$ cat src/common/rox_pkg.sv
// Constants and types for the return and option instruction executor
// Notes on behaviour
// - Interrupt return pops stack into program counter
// - Interrupt return sets global interrupt enable bit
// - Interrupt return opcode fixed, two cycles, no flags
// - Literal return loads working register with literal
// - Literal return pops stack into program counter
// - Literal return pattern ignores two bits, two cycles
// - Subroutine return pops stack, interrupt enable untouched
// - Subroutine return opcode fixed, two cycles, no flags
package rox_pkg;
  localparam int unsigned INSTR_W = 14;
  localparam int unsigned ADDR_W = 13;
  localparam int unsigned DATA_W = 8;
  localparam int unsigned INT_ENABLE_BIT = 7;
  localparam logic [13:0] OP_RET_INT = 14'h0009;
  localparam logic [13:0] OP_RET_SUB = 14'h0008;
  localparam logic [13:0] OP_OPTION = 14'h0062;
  localparam logic [13:0] RET_LIT_MASK = 14'h3c00;
  localparam logic [13:0] RET_LIT_VAL = 14'h3400;
  localparam logic [12:0] ADDR_RST = 13'h0000;
  localparam logic [7:0] DATA_RST = 8'h00;

  typedef enum logic [1:0] {
    ROX_IDLE,
    ROX_SECOND
  } rox_state_t;

  // Result of one executed instruction
  typedef struct packed {
    logic program_counter_load;
    logic [12:0] program_counter_value;
    logic stack_pop;
    logic w_load;
    logic [7:0] w_value;
    logic global_interrupt_enable_set;
    logic option_load;
    logic [7:0] option_value;
  } rox_out_t;

  // Whole module state
  typedef struct packed {
    rox_state_t state;
    logic busy;
    rox_out_t out;
  } rox_reg_t;
endpackage : rox_pkg

$ cat src/rox_exec.sv
// Executor for interrupt return, literal return, subroutine return, option
`timescale 1ns/100ps
`default_nettype none
module rox_exec (
  input wire logic clk_i,
  input wire logic reset_n_i,
  input wire logic ce_i,
  input wire logic instr_valid_i,
  input wire logic [13:0] instr_i,
  input wire logic [12:0] top_of_stack_i,
  input wire logic [7:0] working_reg_i,
  output logic instr_ready_o,
  output logic busy_o,
  output rox_pkg::rox_out_t out_o
);
  // ----------------------------------------
  // Local signals
  // ----------------------------------------
  logic is_rfi;
  logic is_rsub;
  logic is_rlw;
  logic is_opt;
  logic is_ret;
  logic take;
  logic take_ret;
  logic take_lit;
  logic take_opt;
  logic [rox_pkg::ADDR_W-1:0] addr_cap;
  logic [rox_pkg::DATA_W-1:0] lit_cap;
  logic [rox_pkg::DATA_W-1:0] opt_cap;
  rox_pkg::rox_reg_t st_r;
  rox_pkg::rox_reg_t st_nxt;

  // ----------------------------------------
  // Opcode decode
  // ----------------------------------------
  // Interrupt return
  assign is_rfi = (instr_i == rox_pkg::OP_RET_INT);

  // Subroutine return
  assign is_rsub = (instr_i == rox_pkg::OP_RET_SUB);

  // Literal return, two middle bits ignored
  assign is_rlw = ((instr_i & rox_pkg::RET_LIT_MASK) ==
                   rox_pkg::RET_LIT_VAL);

  // Legacy option load
  assign is_opt = (instr_i == rox_pkg::OP_OPTION);

  // Any two-cycle return
  assign is_ret = is_rfi || is_rsub || is_rlw;

  // ----------------------------------------
  // Handshake
  // ----------------------------------------
  // Ready outside the stall cycle of a return
  assign instr_ready_o = !st_r.busy;

  // Instruction accepted on this edge
  assign take = ce_i && instr_valid_i && !st_r.busy;

  // Accepted return of any kind
  assign take_ret = take && is_ret;

  // Accepted literal return
  assign take_lit = take && is_rlw;

  // Accepted option load
  assign take_opt = take && !is_ret && is_opt;

  // ----------------------------------------
  // Operand capture
  // ----------------------------------------
  // Return address, held until the next return
  for (genvar b = 0; b < rox_pkg::ADDR_W; b++) begin : g_addr
    assign addr_cap[b] = take_ret ? top_of_stack_i[b] :
                         st_r.out.program_counter_value[b];
  end

  // Literal, held until the next literal return
  for (genvar b = 0; b < rox_pkg::DATA_W; b++) begin : g_lit
    assign lit_cap[b] = take_lit ? instr_i[b] :
                        st_r.out.w_value[b];
  end

  // Working register copy, held until the next option load
  for (genvar b = 0; b < rox_pkg::DATA_W; b++) begin : g_opt
    assign opt_cap[b] = take_opt ? working_reg_i[b] :
                        st_r.out.option_value[b];
  end

  // ----------------------------------------
  // Next state
  // ----------------------------------------
  always_comb begin
    st_nxt = st_r;
    // Strobes last one enabled cycle
    st_nxt.out.program_counter_load = 1'b0;
    st_nxt.out.stack_pop = 1'b0;
    st_nxt.out.w_load = 1'b0;
    st_nxt.out.global_interrupt_enable_set = 1'b0;
    st_nxt.out.option_load = 1'b0;
    // Values hold until reloaded
    st_nxt.out.program_counter_value = addr_cap;
    st_nxt.out.w_value = lit_cap;
    st_nxt.out.option_value = opt_cap;
    unique case (st_r.state)
      rox_pkg::ROX_IDLE: begin
        st_nxt.busy = 1'b0;
        if (take_ret) begin
          st_nxt.out.stack_pop = 1'b1;
          st_nxt.out.program_counter_load = 1'b1;
          st_nxt.out.global_interrupt_enable_set = is_rfi;
          st_nxt.state = rox_pkg::ROX_SECOND;
          st_nxt.busy = 1'b1;
          if (is_rlw) begin
            st_nxt.out.w_load = 1'b1;
          end
        end else if (take_opt) begin
          st_nxt.out.option_load = 1'b1;
        end
      end
      rox_pkg::ROX_SECOND: begin
        // Stall cycle of a two-cycle return
        st_nxt.state = rox_pkg::ROX_IDLE;
        st_nxt.busy = 1'b0;
      end
      default: begin
        st_nxt.state = rox_pkg::ROX_IDLE;
        st_nxt.busy = 1'b0;
      end
    endcase
  end

  // ----------------------------------------
  // State register
  // ----------------------------------------
  always_ff @(posedge clk_i) begin
    if (!reset_n_i) begin
      st_r <= '0;
    end else if (ce_i) begin
      st_r <= st_nxt;
    end
  end

  // ----------------------------------------
  // Outputs
  // ----------------------------------------
  always_comb begin
    out_o = st_r.out;
    busy_o = st_r.busy;
  end
endmodule : rox_exec
`default_nettype wire

$ cat config.mk
export PLATFORM = sky130hd
export DESIGN_NAME = rox_exec
export DESIGN_NICKNAME = d
export VERILOG_FILES = /design/src/common/rox_pkg.sv /design/src/rox_exec.sv
export SDC_FILE = /design/constraint.sdc
export NUM_CORES = 1
export LEC_CHECK = 0
export BUFFER_PORTS_ARGS = -buffer_cell sky130_fd_sc_hd__buf_2
export CAP_MARGIN = 40
export CORE_UTILIZATION = 48
export CTS_CLUSTER_SIZE = 25
export DETAILED_ROUTE_END_ITERATION = 16
export HOLD_SLACK_MARGIN = 0.06
export PLACE_DENSITY_LB_ADDON = 0.1
export SYNTH_ARGS = -nofsm -noshare
export SYNTH_HDL_FRONTEND = slang
export SYNTH_SLANG_ARGS = --single-unit
$ cat constraint.sdc
create_clock -name clk_i -period 2.3 [get_ports clk_i]
set_clock_uncertainty 0.1 [all_clocks]
set_input_delay 0.46 -clock clk_i [delete_from_list [all_inputs] [get_ports clk_i]]
set_output_delay 0.46 -clock clk_i [all_outputs]
set_load 0.03 [all_outputs]
==> metrics, run 1 <==
status=finished clean; critical path depth=4; Slowest Stage Delay on Critical Path=between 0.4 and 0.5 ns; Largest delay share family, worst path=simple AND/OR/NAND/NOR gates; via count=1,654; clk_lat worst skew=about 0.28 ns; antenna violations before repair=0; top cells by count, synth=buf_4 (38), dfxtp_1 (34), nand2_1 (33); Rows=23; drt first-iter violations=76; CP required=2.41 ns; final slew viol count=0; fin crit share=around 79%; Final Wtd Congestion=roughly 0.74; Port Buffers=between 70 and 80; placed wire-length estimate=roughly 2900 µm; synth warn=0; largest net degree at the start of global routing=between 40 and 50; post-synthesis register bit count=34; overall power=approximately 1.3 mW; Synth area leader=dfxtp_1; Netlist cell types=30; Fillers=398; sequential cell area=a little under 700 µm²; Finished Layout Cells=~320; area delta synth->final=13.0%; gr usage total=~20%; H-tree levels=2; Placed Area=approximately 2100 µm²; IO Count=75; global route total overflow=0; total CTS buffers=5; CTS sink count=34; Final Hold Fails=0; # diodes=0; PD cells=between 500 and 600 nW/µm²; Hold Slack=~0.32 ns; drt drc=0; Die ar.=~4400 µm²; synthesized area=around 2000 µm²; VDD IR-drop max=around 0.42 mV; RSZ-0062 raised after global routing=no; die height=approximately 66 µm; fin util=between 50% and 60%; CTS tree=yes; Setup-failing EPs final=0; WP buf/inv=1; Hold Path Cell Cnt=3; Max-Cap Viols=0; worst r2r path cells=4; Synthesized Nets=267; Multi-input gate area=~940 µm²; final instance area=approximately 2300 µm²; Leak=between 0.9 and 1 nW; Post-DRT Antenna Nets=0; number of global-route vias before repair=1,489; CP max stage cell=nand3b_1; Bufs on Longest Clock Path=2; post-layout minimum cycle time=roughly 1.8 ns; crit path DAT=about 1.9 ns; share of Yosys cell area claimed by the top area cell type=between 30% and 40%; Initial Util=around 50%; Root Driver=clkbuf_8; first-pass GRT wire length=6670 µm; Avg Cell Area, Syn=just under 9 µm²; top-count cell post-synth=buf_4; number of gates resized after CTS=0; fmax=between 500 and 600 MHz; fraction of registers with async set/reset=0%; number of synthesized flops with an enable pin=0; Routed WL=between 4000 and 5000 µm; total core area=4000 µm²; top cells by area, synth=dfxtp_1 (34%), buf_4 (14%), mux2i_1 (11%); Setup Buffers After CTS=0; placed insts=between 300 and 400; Startpoint Class=flip-flop; post-DR vias/cell=approximately 5.2; cells along the critical path=nand3b_1 > nor4_2 > buf_4 > mux2i_1; layout net count=304; slew at the pin closest to its max-slew limit=between 0.5 and 0.6 ns; chip width=between 60 and 70 µm; slack of the critical path=0.475 ns; sequential fraction of the synthesis area=roughly a third; proportion of layout cells with a drive suffix above 1=35.0%; Hold-fix buffers, CTS=0; routed len/inst=12.7 µm; Synth Flop Type=dfxtp_1; first drt pass iteration count=4; CP Capture Type=flip-flop; CP Max Fanout=12; crit path kind=reg -> reg; Clock transition at path regs=0.07 ns; Slew headroom=between 60% and 70%; Place WS=between 0.2 and 0.3 ns; Hold Path Class=in -> reg; Total Neg Setup Slack=0 ns; Gate Count Post-Synth=228
==> sequential cells by signal, summed over array words and instances, names as in the netlist <==
| signal | cells |
|---|---|
| out_o | 32 |
| busy_o | 1 |
| st_r | 1 |
==> per-layer routing <==
metal  GRT usage (%)  part of all wire (%)  vias to the layer above
li1                -                     -                      843
met1            25.5                    49                      757
met2            31.9                    44                       48
met3            5.65                   5.2                        6
met4            7.45                   1.4                        0
met5               0                     0                        -
==> path summary, 6_finish.rpt <==
| kind | from | endpoint | slack, ns |
|---|---|---|---|
| min reg2reg | out_o[3]$_SDFFE_PN0P_ | out_o[3]$_SDFFE_PN0P_ | 0.35 |
| max | busy_o$_SDFFE_PN0P_ | out_o[1]$_SDFFE_PN0P_ | 0.48 |
| min | working_reg_i[4] | out_o[4]$_SDFFE_PN0P_ | 0.32 |
| max reg2reg | busy_o$_SDFFE_PN0P_ | out_o[1]$_SDFFE_PN0P_ | 0.48 |
==> cell type report <==
| class | instances | area share, % |
|---|---|---|
| well taps | 50 | 2.77 |
| multi-input cells | 140 | 41.8 |
| clock buffers | 7 | 3.39 |
| inverters | 2 | 0.333 |
| repair buffers | 82 | 20.2 |
| flip-flops and latches | 34 | 30.2 |
| clock inverters | 1 | 1.33 |
==> report_power, final <==
part           total (mW)  leakage (nW)  switching (mW)  internal (mW)
combinational       0.144         0.669          0.0857         0.0581
sequential          0.604         0.274         0.00605          0.598
clock               0.533        0.0524           0.209          0.324
total                1.28         0.996           0.300          0.980
==> logic make-up after synthesis <==
kind of cell           share of synthesized area [%]
and+or+nand+nor                                 24.4
DFF                                             34.1
buffers and inverters                           19.0
AOI/OAI and AO/OA                               12.0
muxes                                           10.5
==> placed cells by master (no fill, tap or decap), types with 2 or more instances in the layout <==
master / n
buf_2: 74
dfxtp_1: 34
nand2_1: 33
nand3_1: 28
mux2i_1: 21
and3_1: 13
a311o_1: 13
a21boi_0: 10
buf_4: 6
clkbuf_8: 5
nor2_1: 4
inv_1: 2
nand4b_1: 2
o21a_1: 2
nor2b_1: 2
clkbuf_1: 2
buf_12: 2
==> worst register-to-register path, cell delays in order, from the launching register on <==
cell,delay (ns)
dfxtp_1,0.35
nand3b_1,0.47
nor4_2,0.39
buf_4,0.25
mux2i_1,0.20
Power figures use the tool's default switching activity.
==> run 2, diff against run 1 <==
- clock period: 2.3 -> 1.88 ns (I/O delays scaled with it)
==> run 2 against run 1 <==
Net effect: global-route usage decreased by 0.98 points; sequential power rose by 22%; combinational power grew 26%; final area rose by 0.55%; sequential cell count stayed put; clock power increased by 3%; core utilization up 0.31 points; via count decreased by 1.3%; total power up 15%; final cell count is 0.63% higher; largest cell class unchanged; non-clock buffer count rose by 2; critical endpoint is now out_o[28]$_SDFFE_PN0P_.
==> metrics, run 2 (synthesis results as in run 1) <==
CP required=1.94 ns; Hold Path Class=in -> reg; proportion of layout cells with a drive suffix above 1=between 30% and 40%; routed len/inst=12.5 µm; fmax=625 MHz; Slew headroom=~68%; gr usage total=a little under a fifth; commonest non-fill, non-tap cells in the layout=buf_2 (74), dfxtp_1 (34), nand2_1 (33), nand3_1 (28), mux2i_1 (21); R2R Setup Slk=0.33 ns; Worst R2R Start=busy_o$_SDFFE_PN0P_; global route total overflow=0; crit path capture=out_o[28]$_SDFFE_PN0P_; reg2reg end=out_o[30]$_SDFFE_PN0P_; crit path DAT=1.66 ns; total core area=roughly 4000 µm²; crit path kind=in -> reg; CP Max Fanout=14; Post-DRT Antenna Nets=0; die height=~66 µm; Setup Buffers After CTS=0; overall power=~1.5 mW; Setup-failing EPs final=0; VDD IR-drop max=just over 0.4 mV; Rows=23; IO Count=75; Max-Cap Viols=0; Port Buffers=74; chip width=66.5 µm; layout net count=306; PD cells=~650 nW/µm²; drt drc=0; drt first-iter violations=80; fin util=56.7%; slew at the pin closest to its max-slew limit=0.481 ns; placed wire-length estimate=~2700 µm; number of global-route vias before repair=~1,400; Leak=around 1.0 nW; RSZ-0062 raised after global routing=no; Final Hold Fails=0; first drt pass iteration count=4; final slew viol count=0; CTS sink count=34; clk_lat worst skew=0.28 ns; # diodes=0; area delta synth->final=13.6%; CTS tree=yes; number of gates resized after CTS=0; Initial Util=between 40% and 50%; H-tree levels=2; Routed WL=approximately 4000 µm; post-DR vias/cell=between 5 and 6; Clock transition at path regs=about 0.070 ns; total CTS buffers=5; antenna violations before repair=0; worst r2r path cells=4; Root Driver=clkbuf_8; Bufs on Longest Clock Path=2; first-pass GRT wire length=6370 µm; most common cell after layout, fill and taps aside=buf_2; Final Wtd Congestion=about 0.73; HP Start=working_reg_i[4]; Die ar.=between 4000 and 5000 µm²; max reg flops=32; fin crit share=about 85%; largest net degree at the start of global routing=83; post-layout minimum cycle time=1.60 ns; Hold-fix buffers, CTS=0; CP Capture Type=flip-flop; CP startpoint=instr_i[11]; status=finished clean; via count=between 1,500 and 2,000; Startpoint Class=input pin
## run 2: cell count changes in the layout (fill, tap and decap cells not counted), sizes merged
cell    before  now
clkinv       0    1
bufinv       1    0
buf         82   84
## run 2: cell type report
| type | count | area, µm² |
|---|---|---|
| fill | 388 | 1730 |
| sequential | 34 | 681 |
| clock inverter | 1 | 5.00 |
| clock buffer | 7 | 86.3 |
| multi-input combinational | 140 | 942 |
| inverter | 2 | 7.51 |
| timing repair buffer | 84 | 483 |
| tap | 50 | 62.6 |
## run 2: worst min path at each step
stage | depth (start not counted) | slack (ns) | to
global route | 3 | 0.24 | out_o[4]$_SDFFE_PN0P_
global placement | 2 | 0.34 | out_o[2]$_SDFFE_PN0P_
floorplan | 2 | 0.34 | out_o[0]$_SDFFE_PN0P_
detailed placement | 2 | 0.35 | out_o[3]$_SDFFE_PN0P_
CTS | 3 | 0.23 | out_o[1]$_SDFFE_PN0P_
finish | 3 | 0.24 | out_o[4]$_SDFFE_PN0P_
## run 2: per-layer routing
metal / vias to the layer above / wire, µm / track usage, %
met2: 43 / 1740 / 29.7
met5: - / 0 / 0
met1: 743 / 2040 / 25.2
met4: 0 / 23 / 7.98
li1: 845 / - / -
met3: 2 / 188 / 4.11
## run 2: worst max-delay path, cell delays in order
cell	delay, ns
buf_2	0.12
nor4_4	0.32
and4_1	0.28
buf_12	0.17
mux2i_1	0.08
a311o_1	0.31
## run 2: power by group
part	total (mW)	internal [mW]	switching, mW
registers	0.739	0.732	0.00754
clock network	0.547	0.295	0.252
logic	0.182	0.0762	0.105
## run 2: stage by stage
stage / area (µm²) / cells / setup TNS [ns] / hold WS (ns) / setup WS (ns)
5_1_grt: 2270 / 318 / 0 / 0.239 / 0.201
3_5_place_dp: 2180 / 310 / -0.268 / 0.345 / -0.0286
3_3_place_gp: 2180 / 310 / -0.0702 / 0.343 / -0.0112
6_report: 2270 / 318 / 0 / 0.239 / 0.280
4_1_cts: 2270 / 318 / 0 / 0.232 / 0.270
2_1_floorplan: 2000 / 228 / 0 / 0.335 / 0.168
